## src/common/pifb_pkg.sv

```systemverilog
// Shared constants and carrier types for the peripheral flag and enable bank
package pifb_pkg;

  ////////////////////////////////////////////////////////////////////////////
  // Register byte offsets on the APB
  localparam logic [7:0] OFS_FLAGS_ONE    = 8'h00;
  localparam logic [7:0] OFS_FLAGS_TWO    = 8'h04;
  localparam logic [7:0] OFS_FLAGS_THREE  = 8'h08;
  localparam logic [7:0] OFS_FLAGS_FOUR   = 8'h0C;
  localparam logic [7:0] OFS_FLAGS_FIVE   = 8'h10;
  localparam logic [7:0] OFS_ENABLES_ONE  = 8'h14;
  localparam logic [7:0] OFS_IRQ_CONTROL  = 8'h18;

  ////////////////////////////////////////////////////////////////////////////
  // Implemented bits, buffer-cleared bits, reset values
  localparam logic [7:0] IMPL_FLAGS_ONE   = 8'h7F;
  localparam logic [7:0] IMPL_FLAGS_TWO   = 8'hFF;
  localparam logic [7:0] IMPL_FLAGS_THREE = 8'hFF;
  localparam logic [7:0] IMPL_FLAGS_FOUR  = 8'h07;
  localparam logic [7:0] IMPL_FLAGS_FIVE  = 8'h07;
  localparam logic [7:0] IMPL_ENABLES_ONE = 8'h7F;
  localparam logic [7:0] IMPL_IRQ_CONTROL = 8'h03;
  localparam logic [7:0] BUF_FLAGS_MASK   = 8'h30;
  localparam logic [7:0] NO_BUF_MASK      = 8'h00;
  localparam logic [7:0] RESET_BYTE       = 8'h00;

  ////////////////////////////////////////////////////////////////////////////
  // Control register field positions
  localparam int CTRL_PERIPH_OR_LOW_BIT   = 0;
  localparam int CTRL_PRIORITY_SCHEME_BIT = 1;

  typedef enum logic [1:0]
  {
    PIFB_CCP_OFF     = 2'h0,
    PIFB_CCP_CAPTURE = 2'h1,
    PIFB_CCP_COMPARE = 2'h2,
    PIFB_CCP_PWM     = 2'h3
  } pifb_ccp_mode_e;

  // One-cycle event pulses from the peripherals, same clock
  typedef struct packed
  {
    logic       converter_done;
    logic       async_one_rx_load;
    logic       async_one_rx_read;
    logic       async_one_tx_empty;
    logic       async_one_tx_write;
    logic       serial_one_done;
    logic       timer_two_match;
    logic       timer_one_overflow;
    logic       osc_fail;
    logic       nv_write_done;
    logic       serial_one_collision;
    logic       timer_three_overflow;
    logic       serial_two_done;
    logic       serial_two_collision;
    logic       async_two_rx_load;
    logic       async_two_rx_read;
    logic       async_two_tx_empty;
    logic       async_two_tx_write;
    logic       charge_timer_event;
    logic       timer_five_gate;
    logic       timer_three_gate;
    logic       timer_one_gate;
    logic       timer_six_match;
    logic       timer_five_overflow;
    logic       timer_four_match;
    logic [4:0] capcmp_capture;
    logic [4:0] capcmp_match;
  } pifb_events_s;

  // Levels from the peripherals, same clock
  typedef struct packed
  {
    logic                 comparator_one_out;
    logic                 comparator_two_out;
    logic                 voltage_above;
    logic                 voltage_trip_direction;
    pifb_ccp_mode_e [4:0] capcmp_mode;
  } pifb_levels_s;

  // Enables of flag registers two to five, held outside this bank
  typedef struct packed
  {
    logic [7:0] two;
    logic [7:0] three;
    logic [7:0] four;
    logic [7:0] five;
  } pifb_ext_enables_s;

endpackage

```

## src/design/pifb_bank.sv

```systemverilog
// Peripheral interrupt flag bank with the first enable register, APB slave
//
// The implementer's own choices: the APB slave port and the register offsets.
`timescale 1ns/10ps
// Contract
// - Capcmp one and two flags set on capture or compare by mode; not in PWM
// - Flags one bit 1 sets on timer two period match; software clears
// - Flags one bit 0 sets on timer one overflow; software clears
// - Flags two bit 7 sets on oscillator failure; software clears
// - Flags two bits 6 and 5 set on comparator one or two output change
// - Flags two bit 4 sets when a nonvolatile write completes
// - Flags two bit 3 sets on serial port one bus collision
// - Flags two bit 2 sets on voltage trip in the selected direction
// - Flags two bit 1 sets on timer three overflow; software clears
// - Flags three bit 7 sets when serial port two finishes a transfer
// - Flags three bit 6 sets on serial two master collision
// - Flags three bit 5 marks async two receive full; cleared by buffer read
// - Flags three bit 4 marks async two transmit empty; cleared by buffer write
// - Flags three bit 3 sets on a charge time unit event
// - Flags three bits 2 to 0 set on timer five, three, one gate events
// - Flags four bits 2 to 0 serve capcmp five, four, three by mode
// - Flags five bits 2 to 0: timer six match, five overflow, four match
// - Unimplemented bits of flags four, five and enables bit 7 read zero
// - Enables one bits 6 to 0 enable their flag; 1 enables
// - Without priority scheme, request reaches core only with peripheral enable
// - Flags set regardless of any enable bit
// - With priority scheme, peripheral enable gates all low-priority requests
module pifb_bank
(
  input  wire logic                        pclk,
  input  wire logic                        presetn,
  input  wire logic                        psel,
  input  wire logic                        penable,
  input  wire logic                        pwrite,
  input  wire logic [7:0]                  paddr,
  input  wire logic [31:0]                 pwdata,
  input  wire logic [3:0]                  pstrb,
  output logic      [31:0]                 prdata,
  output logic                             pready,
  output logic                             pslverr,
  input  wire pifb_pkg::pifb_events_s      events,
  input  wire pifb_pkg::pifb_levels_s      levels,
  input  wire pifb_pkg::pifb_ext_enables_s ext_enables,
  output logic                             periph_irq_pending,
  output logic                             periph_irq
);
  import pifb_pkg::*;

  // Merge of software write, hardware clear and hardware set
  function automatic logic [7:0] next_flag_byte
  (
    input logic [7:0] cur,
    input logic [7:0] set,
    input logic [7:0] buf_clr,
    input logic       wr,
    input logic [7:0] wd,
    input logic [7:0] impl,
    input logic [7:0] buf_mask
  );
    logic [7:0] kept;
    kept = wr ? ((wd & ~buf_mask) | (cur & buf_mask)) : cur;
    return (((kept & ~(buf_clr & buf_mask)) | set) & impl);
  endfunction

  function automatic logic capcmp_hit
  (
    input pifb_ccp_mode_e mode,
    input logic           capture,
    input logic           match
  );
    return ((mode == PIFB_CCP_CAPTURE) && capture) || ((mode == PIFB_CCP_COMPARE) && match);
  endfunction

  ////////////////////////////////////////////////////////////////////////////
  // Registers
  logic [7:0] flags_one;
  logic [7:0] periph_flags_two;
  logic [7:0] periph_flags_three;
  logic [7:0] periph_flags_four;
  logic [7:0] periph_flags_five;
  logic [7:0] periph_enables_one;
  logic [7:0] irq_control;
  logic       cmp_one_prev;
  logic       cmp_two_prev;
  logic       volt_prev;
  logic       levels_primed;

  ////////////////////////////////////////////////////////////////////////////
  // APB decode
  wire        setup_phase = psel && !penable;
  wire        access_wr   = psel && penable && pwrite && pstrb[0];
  wire        sel_one     = paddr == OFS_FLAGS_ONE;
  wire        sel_two     = paddr == OFS_FLAGS_TWO;
  wire        sel_three   = paddr == OFS_FLAGS_THREE;
  wire        sel_four    = paddr == OFS_FLAGS_FOUR;
  wire        sel_five    = paddr == OFS_FLAGS_FIVE;
  wire        sel_en      = paddr == OFS_ENABLES_ONE;
  wire        sel_ctrl    = paddr == OFS_IRQ_CONTROL;
  wire        mapped      = sel_one | sel_two | sel_three | sel_four | sel_five | sel_en | sel_ctrl;
  wire [7:0]  wd          = pwdata[7:0];

  // Unimplemented bits masked here so reads return zero
  wire [7:0] rd_byte = sel_one   ? (flags_one & IMPL_FLAGS_ONE) :
                       sel_two   ? periph_flags_two :
                       sel_three ? periph_flags_three :
                       sel_four  ? (periph_flags_four & IMPL_FLAGS_FOUR) :
                       sel_five  ? (periph_flags_five & IMPL_FLAGS_FIVE) :
                       sel_en    ? (periph_enables_one & IMPL_ENABLES_ONE) :
                       sel_ctrl  ? (irq_control & IMPL_IRQ_CONTROL) :
                       RESET_BYTE;

  // Zero wait states keeps the bank transparent to firmware timing
  assign pready = 1'b1;

  ////////////////////////////////////////////////////////////////////////////
  // Event decode, independent of every enable bit
  wire cmp_one_change = levels_primed && (levels.comparator_one_out != cmp_one_prev);
  wire cmp_two_change = levels_primed && (levels.comparator_two_out != cmp_two_prev);
  wire volt_rise      = levels_primed && levels.voltage_above && !volt_prev;
  wire volt_fall      = levels_primed && !levels.voltage_above && volt_prev;
  wire volt_trip      = levels.voltage_trip_direction ? volt_rise : volt_fall;

  wire [4:0] ccp_hit;
  assign ccp_hit[0] = capcmp_hit(levels.capcmp_mode[0], events.capcmp_capture[0], events.capcmp_match[0]);
  assign ccp_hit[1] = capcmp_hit(levels.capcmp_mode[1], events.capcmp_capture[1], events.capcmp_match[1]);
  assign ccp_hit[2] = capcmp_hit(levels.capcmp_mode[2], events.capcmp_capture[2], events.capcmp_match[2]);
  assign ccp_hit[3] = capcmp_hit(levels.capcmp_mode[3], events.capcmp_capture[3], events.capcmp_match[3]);
  assign ccp_hit[4] = capcmp_hit(levels.capcmp_mode[4], events.capcmp_capture[4], events.capcmp_match[4]);

  wire [7:0] set_one = {1'b0, events.converter_done, events.async_one_rx_load,
                        events.async_one_tx_empty, events.serial_one_done,
                        ccp_hit[0],
                        events.timer_two_match,
                        events.timer_one_overflow};
  wire [7:0] clr_one = {2'b00, events.async_one_rx_read, events.async_one_tx_write, 4'h0};

  wire [7:0] set_two = {events.osc_fail,
                        cmp_one_change, cmp_two_change,
                        events.nv_write_done,
                        events.serial_one_collision,
                        volt_trip,
                        events.timer_three_overflow,
                        ccp_hit[1]};

  wire [7:0] set_three = {events.serial_two_done,
                          events.serial_two_collision,
                          events.async_two_rx_load,
                          events.async_two_tx_empty,
                          events.charge_timer_event,
                          events.timer_five_gate, events.timer_three_gate,
                          events.timer_one_gate};
  wire [7:0] clr_three = {2'b00, events.async_two_rx_read, events.async_two_tx_write, 4'h0};

  wire [7:0] set_four = {5'h00, ccp_hit[4], ccp_hit[3], ccp_hit[2]};
  wire [7:0] set_five = {5'h00, events.timer_six_match, events.timer_five_overflow,
                         events.timer_four_match};

  // Set wins over a same-cycle clear
  wire [7:0] next_one   = next_flag_byte(flags_one, set_one, clr_one, access_wr && sel_one, wd,
                                         IMPL_FLAGS_ONE, BUF_FLAGS_MASK);
  wire [7:0] next_two   = next_flag_byte(periph_flags_two, set_two, RESET_BYTE, access_wr && sel_two, wd,
                                         IMPL_FLAGS_TWO, NO_BUF_MASK);
  wire [7:0] next_three = next_flag_byte(periph_flags_three, set_three, clr_three, access_wr && sel_three, wd,
                                         IMPL_FLAGS_THREE, BUF_FLAGS_MASK);
  wire [7:0] next_four  = next_flag_byte(periph_flags_four, set_four, RESET_BYTE, access_wr && sel_four, wd,
                                         IMPL_FLAGS_FOUR, NO_BUF_MASK);
  wire [7:0] next_five  = next_flag_byte(periph_flags_five, set_five, RESET_BYTE, access_wr && sel_five, wd,
                                         IMPL_FLAGS_FIVE, NO_BUF_MASK);

  ////////////////////////////////////////////////////////////////////////////
  // Request gating
  wire       priority_scheme_en      = irq_control[CTRL_PRIORITY_SCHEME_BIT];
  wire       periph_or_low_global_en = irq_control[CTRL_PERIPH_OR_LOW_BIT];
  wire [7:0] live_one   = flags_one & periph_enables_one;
  wire       any_live   = |{live_one,
                            periph_flags_two & ext_enables.two,
                            periph_flags_three & ext_enables.three,
                            periph_flags_four & ext_enables.four,
                            periph_flags_five & ext_enables.five};

  assign periph_irq_pending = any_live;
  // Every source here counts as low priority when the scheme is on
  assign periph_irq = any_live && (priority_scheme_en ? periph_or_low_global_en
                                                      : periph_or_low_global_en);

  ////////////////////////////////////////////////////////////////////////////
  // Flag and enable storage
  always_ff @(posedge pclk or negedge presetn)
  begin
    if (!presetn)
    begin
      flags_one          <= RESET_BYTE;
      periph_flags_two   <= RESET_BYTE;
      periph_flags_three <= RESET_BYTE;
      periph_flags_four  <= RESET_BYTE;
      periph_flags_five  <= RESET_BYTE;
    end
    else
    begin
      flags_one          <= next_one;
      periph_flags_two   <= next_two;
      periph_flags_three <= next_three;
      periph_flags_four  <= next_four;
      periph_flags_five  <= next_five;
    end
  end

  always_ff @(posedge pclk or negedge presetn)
  begin
    if (!presetn)
    begin
      periph_enables_one <= RESET_BYTE;
      irq_control        <= RESET_BYTE;
    end
    else if (access_wr)
    begin
      if (sel_en)
        periph_enables_one <= wd & IMPL_ENABLES_ONE;
      if (sel_ctrl)
        irq_control <= wd & IMPL_IRQ_CONTROL;
    end
  end

  // First cycle after reset only samples, so a high comparator is no false change
  always_ff @(posedge pclk or negedge presetn)
  begin
    if (!presetn)
    begin
      cmp_one_prev  <= 1'b0;
      cmp_two_prev  <= 1'b0;
      volt_prev     <= 1'b0;
      levels_primed <= 1'b0;
    end
    else
    begin
      cmp_one_prev  <= levels.comparator_one_out;
      cmp_two_prev  <= levels.comparator_two_out;
      volt_prev     <= levels.voltage_above;
      levels_primed <= 1'b1;
    end
  end

  // Read data captured in setup so it stays stable through the access phase
  always_ff @(posedge pclk or negedge presetn)
  begin
    if (!presetn)
    begin
      prdata  <= 32'h0000_0000;
      pslverr <= 1'b0;
    end
    else if (setup_phase)
    begin
      prdata  <= {24'h00_0000, rd_byte};
      pslverr <= !mapped;
    end
  end
endmodule

```

## config.mk

```make
export PLATFORM = sky130hd
export DESIGN_NAME = pifb_bank
export DESIGN_NICKNAME = d
export VERILOG_FILES = /design/src/common/pifb_pkg.sv /design/src/design/pifb_bank.sv
export SDC_FILE = /design/constraint.sdc
export NUM_CORES = 1
export LEC_CHECK = 0
export ABC_AREA = 1
export BUFFER_PORTS_ARGS = -buffer_cell sky130_fd_sc_hd__buf_4
export CELL_PAD_IN_SITES_DETAIL_PLACEMENT = 2
export CELL_PAD_IN_SITES_GLOBAL_PLACEMENT = 2
export CORE_AREA = 3 3 123 125
export CTS_BUF_LIST = sky130_fd_sc_hd__clkbuf_2
export DETAILED_ROUTE_END_ITERATION = 12
export DIE_AREA = 0 0 126 128
export GPL_TIMING_DRIVEN = 0
export PLACE_DENSITY_LB_ADDON = 0.1
export RECOVER_POWER = 100
export SYNTH_ARGS = -nofsm -noshare
export SYNTH_HDL_FRONTEND = slang
export SYNTH_SLANG_ARGS = --single-unit
```

## constraint.sdc

```tcl
create_clock -name pclk -period 1.2 [get_ports pclk]
set_input_delay 0.24 -clock pclk [delete_from_list [all_inputs] [get_ports pclk]]
set_output_delay 0.24 -clock pclk [all_outputs]
set_load 0.005 [all_outputs]
```

---- Word level (Yosys, flattened, before mapping) ----
Index checks and enable logic that the tools add are counted.
storage, ports and cells
  logic and storage cells ................. 105
  bits in registers ....................... 51
  output and inout port bits .............. 36
  input bits .............................. 130
operators by class
  eq/ne operators ......................... 18
  bitwise operators ....................... 22
  reduce and logical (&&, ||, !) cells .... 39
  multiplexer cells ....................... 13
operators by type and width
  cell                  number
  $mux W8               5
  $reduce_or A40 Y1     1
  $mux W7               4
  $logic_and A1 B1 Y1   26
  $and A8 B8 Y8         3
  $eq A8 B5 Y1 const B  3
  $and A3 B8 Y8         2
  $eq A8 B4 Y1 const B  2
  $or A8 B8 Y8          2
  $and A7 B7 Y7         2
  $eq A2 B1 Y1 const B  5
  $eq A2 B2 Y1 const B  5
  $eq A8 B3 Y1 const B  1
  $logic_not A8 Y1      1
  $not A6 Y8            1
  $or A8 B6 Y8          1
  $not A6 Y7            1
  $or A7 B6 Y7          1
  $or A7 B7 Y7          1
  $mux W3               2
  $or A1 B1 Y1          6
  $or A3 B3 Y3          2
  $logic_or A1 B1 Y1    5
  $logic_not A1 Y1      4
  other kinds (4)       6

---- Logic depth before layout (Yosys ltp) ----
  depth in word-level cells ............... 8
  mapped depth ............................ 11
  depth with buffers taken out ............ 11

---- Worst setup path after synthesis ----
Ideal clock, no wire load.
  path kind ............................... input-to-reg
  start ................................... input paddr[7]
  end ..................................... register periph_flags_three[0]
  stages on the path ...................... 8
  arrival time ............................ 1184 ps
  setup slack ............................. -108 ps
  library setup time ...................... 124 ps
  path through ............................ nor2_1 -> nand2_1 -> inv_2 -> nand2_4 -> nor2_4 -> inv_2 -> buf_6 -> a211o_1
on the way
  word-level cells in the longest chain between the ends .. 5
RTL lines
  item                  RTL line          source
  from (decl)           pifb_bank.sv:35   input wire logic [7:0] paddr,
  $eq A8 B4 Y1          pifb_bank.sv:94   wire sel_three = paddr == OFS_FLAGS_THREE;
  $logic_and A1 B1 Y1   pifb_bank.sv:163  wire [7:0] next_three = next_flag_byte(periph_flags_three, set_three, clr_three, access_wr && sel_three, wd,
  $mux W8               pifb_bank.sv:61   kept = wr ? ((wd & ~buf_mask) | (cur & buf_mask)) : cur;
  $and A8 B8 Y8         pifb_bank.sv:62   return (((kept & ~(buf_clr & buf_mask)) | set) & impl);
  $or A8 B8 Y8          pifb_bank.sv:62
  via next_three[0]     pifb_bank.sv:163
  to (signal assigned)  pifb_bank.sv:202  periph_flags_three <= next_three;
  to (decl)             pifb_bank.sv:78   logic [7:0] periph_flags_three;
The timed path passes the listed nets, and every way through them passes these cells.
A chain may end at the register's enable or synchronous reset.

---- Worst setup path after layout ----
  start ................................... register periph_flags_three[1]
  end ..................................... output periph_irq
on the way
  word-level cells in the longest chain between the ends .. 3
RTL lines
  item                 RTL line          source
  $and A8 B8 Y8        pifb_bank.sv:177  periph_flags_three & ext_enables.three,
  $reduce_or A40 Y1    pifb_bank.sv:175  wire any_live = |{live_one,
  $logic_and A1 B1 Y1  pifb_bank.sv:183  assign periph_irq = any_live && (priority_scheme_en ? periph_or_low_global_en
  to (decl)            pifb_bank.sv:45   output logic periph_irq
No other way between the ends.

==> flow_metrics.py <==
metrics = {
    "run_status": {
        "outcome": "finished, violations left",
        "violations": "negative setup slack",
    },
    "critical_path": {
        "crit_family": "simple AND/OR/NAND/NOR gates",
        "worstPathCellList": "nand2_1, nand2_1, nor2_2, nand4_1, nor3b_2, a21boi_1, buf_4",
        "slowest_stage": "dfrtp_1",
        "worstPathArrival_ns": 1.87,
        "end_kind": "output port",
        "cp_max_fo": 2,
        "required_ns": 0.96,
        "cpMostUsedCell": "nand2_1",
        "cp_num_buf_inv": 1,
        "timing_worst_setup_path_type": "reg2out",
        "start_kind": "register",
        "crit_path_max_incr_delay_ns": 0.46,
    },
    "timing": {
        "setup_tns_ns": -3.55,
        "worst_pin_slew_ns": 0.779,
        "fmax_mhz": 474,
        "skew_ns": 0.0165,
        "final-max-slew-violation-count": 0,
        "grt_setup_unrepaired": "yes",
        "fin_crit_sh_pct": 176,
        "final-setup-viol-count": 23,
        "hold_viol": 0,
        "fin_crit_ns": 2.11,
        "slew_headroom_pct": 48.0,
        "setup_ws_ns": -0.908,
    },
    "drt": {
        "totalWireLength_um": 11500,
        "vias": 3158,
        "drt_pass1_iterations": 4,
        "drcViolationCount": 0,
        "postRouteAntennaNets": 0,
        "drt-initial-drc-count": 81,
        "wl_per_cell_um": 15.5,
        "vias_per_cell": 4.27,
    },
    "floorplanning": {
        "design.core.area_um2": 14000,
        "die_y_um": 128,
        "rows": 43,
        "ioPinCount": 166,
        "die_area_um2": 16100,
        "die_w_um": 126,
        "initial_core_util_pct": 21.2,
    },
    "global_routing": {
        "grt_max_degree": 52,
        "grt_use_total_pct": 14.2,
        "antenna_found_initial": 0,
        "grt_pass1_vias": 3406,
        "grt_pass1_wl_um": 18000,
        "grt-ovfl-total": 0,
    },
    "synthesis": {
        "ys_top_cells_by_area": "dfrtp_1 (43%), nand2_1 (14%), buf_4 (6.3%)",
        "yosysWarnings": 0,
        "yosys.area.top_type": "dfrtp_1",
        "synth_top_area_share_pct": 43.1,
        "synth_edf_count": 0,
        "syn_area_um2": 2960,
        "ys_seq_area_share_pct": 43.1,
        "avgSynthCellArea_um2": 7.87,
        "ys.flop_type": "dfrtp_1",
        "postSynthRegisterBits": 51,
        "synth.distinct_cells": 36,
        "ys_async_sr_fraction_pct": 100,
        "synthCells": 376,
    },
    "clock_network": {
        "clkSinkCount": 51,
        "htreeDepth": 2,
        "clk_pin_slew_ns": 0.24,
        "cts_tree": "built",
        "cts.path.max_buffers": 2,
        "clockRootBuffer": "clkbuf_2",
        "clk_latency_ns": 0.45,
        "cts_buffers": 5,
    },
    "power_and_ir_drop": {
        "p_comb_share_pct": 22.9,
        "power_density_nw_per_um2": 708,
        "swShare_pct": 28.0,
        "clockPowerShare_pct": 22.4,
        "vdd_drop_max_v": 0.000229,
        "p_leak_uw": 0.00230,
        "power_uw": 3260,
        "p_sw_uw": 914,
        "seqPwrFrac_pct": 54.7,
        "p_int_uw": 2350,
    },
    "final_layout": {
        "antenna_cells": 0,
        "syn2layout_area_growth_pct": 55.6,
        "post-route-cell-area_um2": 4610,
        "drive_gt1_share_pct": 31.6,
        "nNetsFinal": 689,
    },
    "placement": {
        "gp_congestion": 0.758,
        "dp_hpwl_um": 9320,
        "port_buffers": 103,
        "post_dp_cell_area_um2": 4090,
    },
    "hold_path": {
        "hp-class": "in2reg",
    },
    "run": {
        "drv_cap": 0,
    },
}
-- per-layer routing --
metal | global-route usage, % | routed length [um] | vias up
met3 | 2.42 | 450 | 8
met4 | 2.08 | 73 | 0
met5 | 0 | 0 | -
met2 | 24.7 | 5720 | 74
li1 | - | - | 1548
met1 | 18.9 | 5220 | 1528
-- layout make-up --
| class | instances | area, um2 |
|---|---|---|
| Timing Repair Buffer | 152 | 1250 |
| Sequential cell | 51 | 1280 |
| Clock buffer | 7 | 35.0 |
| Inverter | 40 | 163 |
| Tap cell | 180 | 225 |
| Buffer | 28 | 208 |
| Fill cell | 1643 | 9380 |
| Multi-Input combinational cell | 281 | 1440 |
| Clock inverter | 1 | 5.00 |
-- path summary, 6_finish.rpt --
kind	cells past startpoint	slack, ns	endpoint	start
max in group asynchronous	2	0.30	periph_flags_three[0]	presetn
max	7	-0.91	periph_irq	periph_flags_three[1]
max reg2reg	6	-0.01	prdata[2]	periph_flags_four[2]
min	3	0.04	periph_flags_four[1]	events[3]
min reg2reg	2	0.53	irq_control[1]	irq_control[1]
min in group asynchronous	2	0.36	prdata[5]	presetn
-- cell usage after synthesis, types with 5 or more instances --
master,n
o21ai_1,7
a211o_1,10
a21oi_1,9
o21ai_0,5
or2_2,5
buf_4,25
nor2_1,27
inv_2,7
dfrtp_1,51
nand3_1,27
nand4_1,16
inv_1,32
nand2_1,110
-- state kept, by name, summed over array words and instances (netlist names) --
register	cells
periph_flags_three	8
periph_flags_two	8
prdata	8
flags_one	7
periph_enables_one	7
periph_flags_five	3
periph_flags_four	3
irq_control	2
cmp_one_prev	1
cmp_two_prev	1
levels_primed	1
pslverr	1
volt_prev	1
-- power groups by stage --
stage                     sequential, uW  clock (uW)  combinational, uW
final                               1780         730                748
after global routing                1790         857                835
after CTS                           1780         796                774
after detailed placement            1810           0                649
after floorplan                     1810           0                247
after global placement              1810           0                634
-- worst reg2reg max path, stage by stage, from the launching register on --
cell and delay [ns]:
dfrtp_1 0.44, buf_6 0.12, and3_4 0.18, nor2_4 0.09, nand4_1 0.17, nand2_1 0.12, inv_1 0.04
-- metrics by stage --
stage / cells / utilization [%] / hold slack (ns) / worst slack (ns)
CTS: 737 / 33.0 / 0.000541 / -0.981
global placement: 683 / 29.2 / 0.345 / -0.498
global route: 740 / 32.9 / 0.00735 / -1.03
finish: 740 / 32.9 / 0.0365 / -0.908
detailed placement: 683 / 29.2 / 0.350 / -0.541
floorplan: 400 / - / -0.0556 / -0.0169
-- what timing repair did --
action                                 CTS  global route
pin swaps                                2             8
endpoints found under the hold margin   83             0
hold buffers                            38             0
setup buffers                            8             3
resized for setup                       13             7
cloned                                   0             0
setup endpoints to repair               12            14
-- cells in the final DEF (no fill, tap or decap), types with 3 or more instances in the layout --
| cell type | netlist | final |
|---|---|---|
| buf_4 | 25 | 120 |
| nand2_1 | 110 | 110 |
| dfrtp_1 | 51 | 51 |
| dlygate4sd3_1 | 0 | 38 |
| inv_1 | 32 | 31 |
| nand3_1 | 27 | 27 |
| conb_1 | 2 | 26 |
| nor2_1 | 27 | 23 |
| nand4_1 | 16 | 16 |
| buf_6 | 1 | 12 |
| a211o_1 | 10 | 10 |
| a21oi_1 | 9 | 9 |
| clkbuf_2 | 0 | 8 |
| o21ai_1 | 7 | 7 |
| clkbuf_1 | 1 | 7 |
| inv_2 | 7 | 6 |
| nor2_4 | 3 | 6 |
| nor2_2 | 3 | 5 |
| o21ai_0 | 5 | 5 |
| or2_2 | 5 | 5 |
| o21bai_1 | 4 | 4 |
| o211ai_1 | 4 | 4 |
| nand2_2 | 2 | 3 |
| nand3b_1 | 3 | 3 |
| nor3_1 | 3 | 3 |
-- cell families after synthesis --
group | share of synthesized area, %
buffers and inverters | 12.2
AND/OR/NAND/NOR | 33.4
other | 0.254
flip-flops | 43.1
AO/OA/AOI/OAI | 11.1
No activity file was read; power rests on OpenSTA's default activity.
